--- src/core/rtcac_pkg.sv ---
package rtcac_pkg;
	localparam int ADDR_W = 7;
	localparam int DATA_W = 8;
	localparam int NUM_TIME = 7;
	localparam int NUM_ALM = 4;
	localparam logic [6:0] A_SEC = 7'h00;
	localparam logic [6:0] A_HOUR = 7'h02;
	localparam logic [6:0] A_ALM_FIRST = 7'h07;
	localparam logic [6:0] A_ALM_LAST = 7'h0a;
	localparam logic [6:0] A_CONTROL = 7'h0b;
	localparam logic [6:0] A_STATUS = 7'h0c;
	localparam logic [6:0] A_WDOG = 7'h0d;
	localparam logic [6:0] A_ADC = 7'h0e;
	localparam logic [6:0] A_LAST = 7'h0e;
	localparam int CMD_WRITE_BIT = 7;
	localparam int CTL_OSC_STOP = 7;
	localparam int CTL_WLOCK = 6;
	localparam int CTL_SEL_HI = 5;
	localparam int CTL_SEL_LO = 4;
	localparam int CTL_AIE = 0;
	localparam int ST_CONV = 7;
	localparam int ST_BAT = 6;
	localparam int ST_FLAG = 0;
	localparam int HR_MODE12 = 6;
	localparam int HR_PM = 5;
	localparam int ALM_MASK_BIT = 7;
	localparam logic [7:0] MASK_TIME [NUM_TIME] = '{8'h7f, 8'h7f, 8'h7f, 8'h07, 8'h3f, 8'h1f, 8'hff};
	localparam logic [7:0] MASK_ALM [NUM_ALM] = '{8'hff, 8'hff, 8'hff, 8'h87};
	localparam logic [7:0] MASK_CONTROL = 8'hf1;
	localparam logic [7:0] MASK_WDOG = 8'h03;
	localparam logic [7:0] RST_TIME [NUM_TIME] = '{8'h00, 8'h00, 8'h00, 8'h01, 8'h01, 8'h01, 8'h00};
	localparam logic [7:0] RST_ALM = 8'h00;
	localparam logic [7:0] RST_CONTROL = 8'h80;
	localparam logic [7:0] RST_WDOG = 8'h03;
	localparam logic [7:0] BCD_59 = 8'h59;
	localparam logic [5:0] BCD_23 = 6'h23;
	localparam logic [4:0] BCD_12 = 5'h12;
	localparam logic [4:0] BCD_11 = 5'h11;
	localparam logic [4:0] BCD_01 = 5'h01;
	localparam int XTAL_DIV_DEFAULT = 32768;
	typedef enum logic [1:0] {
		SP_IDLE = 2'b00,
		SP_CMD = 2'b01,
		SP_WRITE = 2'b10,
		SP_READ = 2'b11
	} rtcac_sp_e;
endpackage

--- src/core/rtcac_reg_if.sv ---
`timescale 1ns/1ps
`default_nettype none
interface rtcac_reg_if;
	logic [6:0] addr;
	logic [7:0] wdata;
	logic wr;
	logic rd;
	logic busy;
	logic [7:0] rdata;
	modport port (output addr, output wdata, output wr, output rd, output busy, input rdata);
	modport regs (input addr, input wdata, input wr, input rd, input busy, output rdata);
endinterface
`default_nettype wire

--- src/core/rtcac_serial.sv ---
`timescale 1ns/1ps
`default_nettype none
module rtcac_serial
	import rtcac_pkg::*;
(
	input wire logic i_clk,
	input wire logic i_rst_b,
	input wire logic i_ce,
	input wire logic i_cs,
	input wire logic i_sclk,
	input wire logic i_io,
	output logic o_io,
	output logic o_io_oe,
	rtcac_reg_if.port bus
);
	logic [1:0] cs_sync;
	logic [2:0] sclk_sync;
	logic [1:0] io_sync;
	logic sclk_rise;
	logic sclk_fall;
	rtcac_sp_e state;
	logic [2:0] bit_cnt;
	logic [7:0] shift;
	logic [7:0] next_byte;
	logic [6:0] next_addr;

	// stage 0 feeds stage 1 only; edges are taken between stages 1 and 2
	always_ff @(posedge i_clk)
	begin
		if (!i_rst_b)
		begin
			cs_sync <= 2'h0;
			sclk_sync <= 3'h0;
			io_sync <= 2'h0;
		end
		else if (i_ce)
		begin
			cs_sync <= {cs_sync[0], i_cs};
			sclk_sync <= {sclk_sync[1:0], i_sclk};
			io_sync <= {io_sync[0], i_io};
		end
	end

	assign sclk_rise = sclk_sync[1] & ~sclk_sync[2];
	assign sclk_fall = ~sclk_sync[1] & sclk_sync[2];
	assign next_byte = {io_sync[1], shift[7:1]};
	assign next_addr = (bus.addr == A_LAST) ? 7'h00 : 7'(bus.addr + 7'h01);

	always_ff @(posedge i_clk)
	begin
		if (!i_rst_b)
		begin
			state <= SP_IDLE;
			bit_cnt <= 3'h0;
			shift <= 8'h00;
			bus.addr <= 7'h00;
			bus.wdata <= 8'h00;
			bus.wr <= 1'b0;
			bus.rd <= 1'b0;
			bus.busy <= 1'b0;
			o_io <= 1'b0;
			o_io_oe <= 1'b0;
		end
		else if (i_ce)
		begin
			bus.wr <= 1'b0;
			bus.rd <= 1'b0;
			bus.busy <= cs_sync[1];
			if (!cs_sync[1])
			begin
				state <= SP_IDLE;
				bit_cnt <= 3'h0;
				o_io_oe <= 1'b0;
			end
			else
			begin
				case (state)
					SP_IDLE:
					begin
						state <= SP_CMD;
						bit_cnt <= 3'h0;
					end
					SP_CMD:
					begin
						if (sclk_rise)
						begin
							shift <= next_byte;
							bit_cnt <= 3'(bit_cnt + 3'h1);
							if (bit_cnt == 3'h7)
							begin
								bus.addr <= next_byte[6:0];
								state <= next_byte[CMD_WRITE_BIT] ? SP_WRITE : SP_READ;
							end
						end
					end
					SP_WRITE:
					begin
						if (sclk_rise)
						begin
							shift <= next_byte;
							bit_cnt <= 3'(bit_cnt + 3'h1);
							if (bit_cnt == 3'h7)
							begin
								bus.wdata <= next_byte;
								bus.wr <= 1'b1;
							end
						end
						if (bus.wr)
						begin
							bus.addr <= next_addr;
						end
					end
					SP_READ:
					begin
						if (sclk_fall)
						begin
							bit_cnt <= 3'(bit_cnt + 3'h1);
							o_io_oe <= 1'b1;
							if (bit_cnt == 3'h0)
							begin
								o_io <= bus.rdata[0];
								shift <= {1'b0, bus.rdata[7:1]};
								bus.rd <= 1'b1;
							end
							else
							begin
								o_io <= shift[0];
								shift <= {1'b0, shift[7:1]};
							end
							if (bit_cnt == 3'h7)
							begin
								bus.addr <= next_addr;
							end
						end
					end
					default:
					begin
						state <= SP_IDLE;
					end
				endcase
			end
		end
	end
endmodule // rtcac_serial
`default_nettype wire

--- src/core/rtcac_top.sv ---
`timescale 1ns/1ps
`default_nettype none
module rtcac_top
	import rtcac_pkg::*;
#(
	parameter int XTAL_DIV = XTAL_DIV_DEFAULT
)
(
	input wire logic I_REF_CLK,
	input wire logic I_RST_B,
	input wire logic I_CE,
	input wire logic I_CS,
	input wire logic I_SCLK,
	input wire logic I_IO_IN,
	output logic O_IO_OUT,
	output logic O_IO_OE,
	input wire logic I_XTAL,
	input wire logic I_MAIN_POWER,
	input wire logic I_VBAT_ABOVE_HI,
	input wire logic I_VBAT_BELOW_LO,
	input wire logic I_CONV_SOON,
	input wire logic [7:0] I_ADC_DATA,
	output logic O_INT,
	output logic O_OSC_EN,
	output logic [2:0] O_AIN_SEL,
	output logic [1:0] O_WDOG_PERIOD
);
	localparam int PRE_W = $clog2(XTAL_DIV);

	generate
		if (XTAL_DIV < 2)
		begin : g_bad_div
			$error("XTAL_DIV must be at least 2");
		end
	endgenerate

	rtcac_reg_if bus ();

	logic [1:0] xtal_sync;
	logic xtal_prev;
	logic [1:0] pwr_sync;
	logic [1:0] hi_sync;
	logic [1:0] lo_sync;
	logic [1:0] conv_sync;
	logic [7:0] adc_sync0;
	logic [7:0] adc_sync1;
	logic [7:0] adc_prev;
	logic [PRE_W-1:0] prescale;
	logic sec_tick;
	logic tick_done;
	logic [7:0] tm [NUM_TIME];
	logic [7:0] alm [NUM_ALM];
	logic [7:0] control;
	logic [7:0] wdog;
	logic [7:0] adc_reg;
	logic conv_pending;
	logic battery_low_flag;
	logic alarm_flag;
	logic run;
	logic wr_ok;
	logic alm_access;
	logic alarm_match;
	logic [NUM_ALM-1:0] field_ok;
	logic [6:0] next_hour;
	logic day_roll;
	logic [7:0] month_end;
	logic leap;

	rtcac_serial u_serial (
		.i_clk(I_REF_CLK),
		.i_rst_b(I_RST_B),
		.i_ce(I_CE),
		.i_cs(I_CS),
		.i_sclk(I_SCLK),
		.i_io(I_IO_IN),
		.o_io(O_IO_OUT),
		.o_io_oe(O_IO_OE),
		.bus(bus.port)
	);

	function automatic logic [7:0] bcd_inc(input logic [7:0] v);
		if (v[3:0] == 4'h9)
		begin
			bcd_inc = {4'(v[7:4] + 4'h1), 4'h0};
		end
		else
		begin
			bcd_inc = 8'(v + 8'h01);
		end
	endfunction

	// pin inputs pass two stages before use
	always_ff @(posedge I_REF_CLK)
	begin
		if (!I_RST_B)
		begin
			xtal_sync <= 2'h0;
			xtal_prev <= 1'b0;
			pwr_sync <= 2'h0;
			hi_sync <= 2'h0;
			lo_sync <= 2'h0;
			conv_sync <= 2'h0;
			adc_sync0 <= 8'h00;
			adc_sync1 <= 8'h00;
			adc_prev <= 8'h00;
		end
		else if (I_CE)
		begin
			xtal_sync <= {xtal_sync[0], I_XTAL};
			xtal_prev <= xtal_sync[1];
			pwr_sync <= {pwr_sync[0], I_MAIN_POWER};
			hi_sync <= {hi_sync[0], I_VBAT_ABOVE_HI};
			lo_sync <= {lo_sync[0], I_VBAT_BELOW_LO};
			conv_sync <= {conv_sync[0], I_CONV_SOON};
			adc_sync0 <= I_ADC_DATA;
			adc_sync1 <= adc_sync0;
			adc_prev <= adc_sync1;
		end
	end

	assign run = ~control[CTL_OSC_STOP];

	always_ff @(posedge I_REF_CLK)
	begin
		if (!I_RST_B)
		begin
			prescale <= '0;
			sec_tick <= 1'b0;
			tick_done <= 1'b0;
		end
		else if (I_CE)
		begin
			sec_tick <= 1'b0;
			tick_done <= sec_tick;
			if (!run)
			begin
				prescale <= '0;
			end
			else if (xtal_sync[1] & ~xtal_prev)
			begin
				if (prescale == PRE_W'(XTAL_DIV - 1))
				begin
					prescale <= '0;
					sec_tick <= 1'b1;
				end
				else
				begin
					prescale <= PRE_W'(prescale + 1'b1);
				end
			end
		end
	end

	assign wr_ok = bus.wr & ~control[CTL_WLOCK];

	always_comb
	begin
		next_hour = 7'(bcd_inc({1'b0, tm[2][6:0]}));
		day_roll = 1'b0;
		if (tm[2][HR_MODE12])
		begin
			if (tm[2][4:0] == BCD_12)
			begin
				next_hour = {tm[2][6:5], BCD_01};
			end
			else if (tm[2][4:0] == BCD_11)
			begin
				next_hour = {tm[2][6], ~tm[2][HR_PM], BCD_12};
				day_roll = tm[2][HR_PM];
			end
			else
			begin
				next_hour = {tm[2][6:5], 5'(bcd_inc({3'h0, tm[2][4:0]}))};
			end
		end
		else if (tm[2][5:0] == BCD_23)
		begin
			next_hour = 7'h00;
			day_roll = 1'b1;
		end
	end

	// leap test on bcd year, good through 2099
	always_comb
	begin
		leap = tm[6][4] ? (tm[6][3:0] == 4'h2 || tm[6][3:0] == 4'h6)
			: (tm[6][3:0] == 4'h0 || tm[6][3:0] == 4'h4 || tm[6][3:0] == 4'h8);
		case (tm[5][4:0])
			5'h02: month_end = leap ? 8'h29 : 8'h28;
			5'h04, 5'h06, 5'h09, 5'h11: month_end = 8'h30;
			default: month_end = 8'h31;
		endcase
	end

	// a host write wins over the tick for that second
	always_ff @(posedge I_REF_CLK)
	begin
		if (!I_RST_B)
		begin
			for (int i = 0; i < NUM_TIME; i++)
			begin
				tm[i] <= RST_TIME[i];
			end
		end
		else if (I_CE)
		begin
			// only implemented time slots take data
			if (wr_ok && bus.addr < A_ALM_FIRST)
			begin
				tm[bus.addr[2:0]] <= bus.wdata & MASK_TIME[bus.addr[2:0]];
			end
			else if (sec_tick)
			begin
				tm[0] <= bcd_inc(tm[0]);
				if (tm[0] == BCD_59)
				begin
					tm[0] <= 8'h00;
					tm[1] <= bcd_inc(tm[1]);
					if (tm[1] == BCD_59)
					begin
						tm[1] <= 8'h00;
						tm[2] <= {1'b0, next_hour};
						if (day_roll)
						begin
							tm[3] <= (tm[3] == 8'h07) ? 8'h01 : 8'(tm[3] + 8'h01);
							tm[4] <= bcd_inc(tm[4]);
							if (tm[4] == month_end)
							begin
								tm[4] <= 8'h01;
								tm[5] <= bcd_inc(tm[5]);
								if (tm[5] == 8'h12)
								begin
									tm[5] <= 8'h01;
									tm[6] <= (tm[6] == 8'h99) ? 8'h00 : bcd_inc(tm[6]);
								end
							end
						end
					end
				end
			end
		end
	end

	always_ff @(posedge I_REF_CLK)
	begin
		if (!I_RST_B)
		begin
			for (int i = 0; i < NUM_ALM; i++)
			begin
				alm[i] <= RST_ALM;
			end
		end
		else if (I_CE)
		begin
			if (wr_ok && bus.addr >= A_ALM_FIRST && bus.addr <= A_ALM_LAST)
			begin
				alm[2'(bus.addr - A_ALM_FIRST)] <= bus.wdata & MASK_ALM[2'(bus.addr - A_ALM_FIRST)];
			end
		end
	end

	// each field passes when masked or equal
	generate
		for (genvar f = 0; f < NUM_ALM; f++)
		begin : g_field
			assign field_ok[f] = alm[f][ALM_MASK_BIT] || (alm[f][6:0] == tm[f][6:0]);
		end
	endgenerate

	assign alarm_match = &field_ok;
	assign alm_access = (bus.wr | bus.rd) && bus.addr >= A_ALM_FIRST && bus.addr <= A_ALM_LAST;

	always_ff @(posedge I_REF_CLK)
	begin
		if (!I_RST_B)
		begin
			alarm_flag <= 1'b0;
		end
		else if (I_CE)
		begin
			// match sets flag, set beats clear
			if (tick_done && alarm_match)
			begin
				alarm_flag <= 1'b1;
			end
			else if (alm_access)
			begin
				alarm_flag <= 1'b0;
			end
		end
	end

	always_ff @(posedge I_REF_CLK)
	begin
		if (!I_RST_B)
		begin
			control <= RST_CONTROL;
			wdog <= RST_WDOG;
		end
		else if (I_CE && bus.wr)
		begin
			if (bus.addr == A_CONTROL)
			begin
				if (control[CTL_WLOCK])
				begin
					control[CTL_WLOCK] <= bus.wdata[CTL_WLOCK];
				end
				else
				begin
					control <= bus.wdata & MASK_CONTROL;
				end
			end
			else if (wr_ok && bus.addr == A_WDOG)
			begin
				wdog <= bus.wdata & MASK_WDOG;
			end
		end
	end

	always_ff @(posedge I_REF_CLK)
	begin
		if (!I_RST_B)
		begin
			battery_low_flag <= 1'b0;
			conv_pending <= 1'b0;
			adc_reg <= 8'h00;
		end
		else if (I_CE)
		begin
			if (hi_sync[1])
			begin
				battery_low_flag <= 1'b0;
			end
			else if (lo_sync[1])
			begin
				battery_low_flag <= 1'b1;
			end
			conv_pending <= conv_sync[1];
			// held while a transfer is open so a read stays stable;
			// a word is taken only when two samples agree, so no torn bits
			if (!bus.busy && adc_sync1 == adc_prev)
			begin
				adc_reg <= adc_sync1;
			end
		end
	end

	always_comb
	begin
		bus.rdata = 8'h00;
		if (bus.addr < A_ALM_FIRST)
		begin
			bus.rdata = tm[bus.addr[2:0]];
		end
		else if (bus.addr <= A_ALM_LAST)
		begin
			bus.rdata = alm[2'(bus.addr - A_ALM_FIRST)];
		end
		else if (bus.addr == A_CONTROL)
		begin
			bus.rdata = control;
		end
		else if (bus.addr == A_STATUS)
		begin
			bus.rdata[ST_CONV] = conv_pending;
			bus.rdata[ST_BAT] = battery_low_flag;
			bus.rdata[ST_FLAG] = alarm_flag;
		end
		else if (bus.addr == A_WDOG)
		begin
			bus.rdata = wdog;
		end
		else if (bus.addr == A_ADC)
		begin
			bus.rdata = adc_reg;
		end
	end

	always_ff @(posedge I_REF_CLK)
	begin
		if (!I_RST_B)
		begin
			O_INT <= 1'b0;
			O_OSC_EN <= 1'b0;
			O_AIN_SEL <= 3'h0;
			O_WDOG_PERIOD <= 2'h0;
		end
		else if (I_CE)
		begin
			O_INT <= alarm_flag & control[CTL_AIE];
			O_OSC_EN <= run | pwr_sync[1];
			// one-hot input choice, zero is off
			case ({control[CTL_SEL_HI], control[CTL_SEL_LO]})
				2'b01: O_AIN_SEL <= 3'b001;
				2'b10: O_AIN_SEL <= 3'b010;
				2'b11: O_AIN_SEL <= 3'b100;
				default: O_AIN_SEL <= 3'b000;
			endcase
			O_WDOG_PERIOD <= wdog[1:0];
		end
	end
endmodule // rtcac_top
`default_nettype wire

--- config.mk ---
export PLATFORM = sky130hd
export DESIGN_NAME = rtcac_top
export DESIGN_NICKNAME = d
export VERILOG_FILES = /design/src/core/rtcac_pkg.sv /design/src/core/rtcac_reg_if.sv /design/src/core/rtcac_serial.sv /design/src/core/rtcac_top.sv
export SDC_FILE = /design/constraint.sdc
export NUM_CORES = 1
export LEC_CHECK = 0
export BUFFER_PORTS_ARGS = -buffer_cell sky130_fd_sc_hd__clkbuf_2
export CORE_ASPECT_RATIO = 1.1
export CORE_MARGIN = 10
export CORE_UTILIZATION = 62
export DETAILED_ROUTE_END_ITERATION = 16
export PLACE_DENSITY_LB_ADDON = 0.2
export SYNTH_ARGS = -nofsm -noshare
export SYNTH_HDL_FRONTEND = slang
export SYNTH_SLANG_ARGS = --single-unit
--- constraint.sdc ---
create_clock -name I_REF_CLK -period 3.8 [get_ports I_REF_CLK]
set_input_delay 0 -clock I_REF_CLK [delete_from_list [all_inputs] [get_ports I_REF_CLK]]
set_output_delay 0 -clock I_REF_CLK [all_outputs]
set_load 0.02 [all_outputs]
==> metrics.md <==
| Metric | Value |
|---|---|
| Filler Cell Count | 1,409 |
| DRC viols | 0 |
| Quantity of hold-fixing buffers added after cts | 17 |
| Crit path kind | flip-flop to flip-flop |
| IO Count | 28 |
| Cell Count, Final, Fillers Out | 1,485 |
| DRT iter0 DRCs | 880 |
| CP Capture Type | flip-flop |
| Achievable Freq | 0.3170 GHz |
| Pins Over Slew Limit | 0 |
| Top routing layer in use | met4 |
| CTS Buf Count | 23 |
| WL met3 | 2644 um |
| Routed WL | 31,810 um |
| Insertion delay to the later sink of the worst-skew pair | 520 ps |
| Share of cells above drive strength 1 | 10.31% |
| PwrDens | 409.1 mW/mm2 |
| Largest net degree at the start of global routing | 72 |
| MaxCap Viol Count | 0 |
| Synthesized flop and latch total | 216 |
| Fin crit period | 3155 ps |
| CP most frequent cell | or4b_4 |
| CTS Sinks | 216 |
| Cell Area, Synth | 0.01182 mm2 |
| Floorplan row count | 52 |
| Largest regs | tm (64), alm (32), prescale (15) |
| Post-Synth Simple-Gate Area | 17.97% |
| Die area | 0.02500 mm2 |
| Synth Area in Compound Gates | 12.49% |
| Post CTS Setup Buffer Count | 0 |
| Setup tns final | 0 ps |
| Routability Congestion | 0.9750 |
| Core box area | 0.01854 mm2 |
| Antenna violations before repair | 0 |
| CTS H-tree depth | 1 |
| Clk_skew | 11.16 ps |
| Worst reg2reg setup slack | 640 ps |
| Starting Density | 63.75% |
| DR WL met2 | 15,080 um |
| Worst path arrival time | 3320 ps |
| HPWL reported at the end of detailed placement | 22,510 um |
| # diodes | 0 |
| Vias in the first global route | 9,251 |
| Crit path cell chain | or4b_4 -> or4b_4 -> a211oi_1 -> and4b_1 -> a311o_1 |
| Ys async rst share | 0% |
| Unrepaired setup endpoints after global routing | no |
| Die H | 164.8 um |
| Root buf cell | clkbuf_16 |
| Largest cells by area after synthesis | edfxtp_1, dfxtp_1, mux2i_1 |
| Largest family of logic cells by synthesized area | simple AND/OR/NAND/NOR gates |
| Mapped Cells | 1,206 |
| Cell taking the most area after synthesis | edfxtp_1 |
| Syn Area/Cell | 9.802 um2 |
| Final period utilization | 83.03% |
| Area fraction of the dominant cell type after synthesis | 24.39% |
| Layout Nets | 1,276 |
| Max reg flops | 64 |
| Layout area overhead | 10.76% |
| Post-synthesis mux area share | 11.11% |
| DIE WIDTH | 151.7 um |
| Prevailing post-synth register cell | dfxtp_1 |
| XOR/XNOR Fraction of Synth Area | 6.372% |
| Via count | 9,533 |
| Sequential share of the synthesized area | 44.71% |
| DR WL/cell | 21.42 um |
| Top reg by flops | tm |
| CTS resizes | 0 |
| Status | finished clean |
| Post-synth EDFFs | 96 |
| Worst Path Max Fanout | 12 |
| Clk slew on worst S/H paths | 60 ps |
| Worst slew margin | 39.75% |
| Total GRT Usage | 25.64% |
| Crit-path slowest cell | or4b_4 |
| First-pass GRT wire length | 51,230 um |
| Overflow after GRT | 0 |
| Worst ir drop on vdd | 0.4384 mV |
| Port Buf Inserts | 27 |
| Startpoint class of the critical path | flip-flop |
| Placed insts | 1,426 |
| Leakage | 0.004723 uW |
| Met1 WL | 12,480 um |
| Post-Synth Adder-Cell Area | 3.387% |
| Routed vias/inst | 6.420 |
| Library cells used by synthesis | 78 |
| CTS tree | done |
| CTS Buffer Depth | 3 |
| CP required | 3970 ps |
| Ys Warns | 0 |
| Final Hold Fails | 0 |
| Pre-antenna DRT Iters | 5 |
| Final setup viols | 0 |
| Remaining antenna violation count after routing | 0 |
| Worst path max stage delay | 600 ps |
| Worst slew pin tran | 896.2 ps |
| HP Class | input port to flip-flop |
[worst paths after layout]
| kind | endpoint | depth (start not counted) | startpoint |
|---|---|---|---|
| setup / recovery | tm[6][4]$_DFFE_PP_ | 5 | tm[5][2]$_DFFE_PP_ |
| setup reg to reg | tm[6][4]$_DFFE_PP_ | 5 | tm[5][2]$_DFFE_PP_ |
| hold reg to reg | battery_low_flag$_SDFFE_PN0P_ | 1 | hi_sync[1]$_SDFFE_PN0P_ |
| hold / removal | alarm_flag$_SDFFE_PN0P_ | 3 | I_CE |
[layout make-up]
| type | count | area [um2] | area share (%) |
|---|---|---|---|
| Multi-Input combinational cell | 882 | 6102 | 46.60 |
| Sequential cell | 216 | 5285 | 40.36 |
| Clock buffer | 36 | 760.7 | 5.810 |
| Timing Repair Buffer | 59 | 420.4 | 3.211 |
| Tap cell | 243 | 304.0 | 2.322 |
| Inverter | 43 | 162.7 | 1.242 |
| Clock inverter | 6 | 58.81 | 0.4491 |
[logic make-up (layout without fill, tap and decap cells)]
logic type | after synthesis | after routing
XOR/XNOR | 86 | 86
AND/OR/NAND/NOR | 435 | 435
multiplexers | 101 | 101
adder cells (fa/ha/maj) | 32 | 32
other | 1 | 9
AO/OA/AOI/OAI | 219 | 219
flip-flops | 216 | 216
buffers and inverters | 116 | 144
[routing by layer]
metal / track usage [%] / up-vias
li1: - / 4428
met1: 32.32 / 4531
met3: 4.845 / 106
met4: 12.10 / 0
met5: 0 / -
met2: 41.63 / 468
[cell usage after synthesis, types with 8 or more instances]
library cell,n
buf_1,12
nand2_1,91
xnor2_1,44
ha_1,32
xor2_1,42
and3_1,9
edfxtp_1,96
nor2b_1,11
o22ai_1,43
dfxtp_1,120
mux4_2,24
nor4_1,15
nor3_1,25
nand3b_1,14
a211oi_1,12
o211ai_1,10
a22oi_1,8
clkbuf_1,52
a31oi_1,9
nand3_1,37
nor2_1,160
mux2i_1,75
o21ai_0,27
a21oi_1,49
nand4_1,19
inv_1,40
nand2b_1,17
[report_power, final]
part	total [uW]	internal, uW	switching (uW)
registers	2620	2500	113
logic	368	169	199
clock network	2370	1440	928
[per-stage QoR]
stage | instance area [um2] | worst slack (ps) | power (uW) | util [%] | hold slack (ps)
after detailed placement | 12100 | 703.5 | 3006 | 65.28 | 242.3
after global placement | 12100 | 738.4 | 3001 | 65.28 | 233.7
final | 13090 | 645.0 | 5357 | 70.61 | 24.87
after global routing | 13090 | 474.3 | 5513 | 70.61 | 31.30
after CTS | 13090 | 667.1 | 5371 | 70.61 | 9.192
after floorplan | 11850 | 1017 | 2894 | - | 147.2
[placed cells by master (no fill, tap or decap), types with 12 or more instances in the layout]
| cell | instances |
|---|---|
| edfxtp_1 | 96 |
| clkbuf_16 | 26 |
| o21ai_0 | 27 |
| mux4_2 | 24 |
| nand2_1 | 91 |
| nor2_1 | 160 |
| nor4_1 | 15 |
| a21oi_1 | 49 |
| clkbuf_2 | 28 |
| mux2i_1 | 75 |
| o22ai_1 | 43 |
| nand3_1 | 37 |
| dfxtp_1 | 120 |
| xnor2_1 | 44 |
| inv_1 | 40 |
| dlygate4sd3_1 | 17 |
| ha_1 | 32 |
| nand3b_1 | 14 |
| xor2_1 | 42 |
| nand2b_1 | 17 |
| buf_4 | 16 |
| nor3_1 | 25 |
| nand4_1 | 19 |
| a211oi_1 | 12 |
[critical path: cells and delay by family, from the launching register on]
family,cells,cell delay (ps)
AO/OA/AOI/OAI,2,690
flip-flops,1,510
AND/OR/NAND/NOR,3,1620
(Power assumes the default switching activity.)
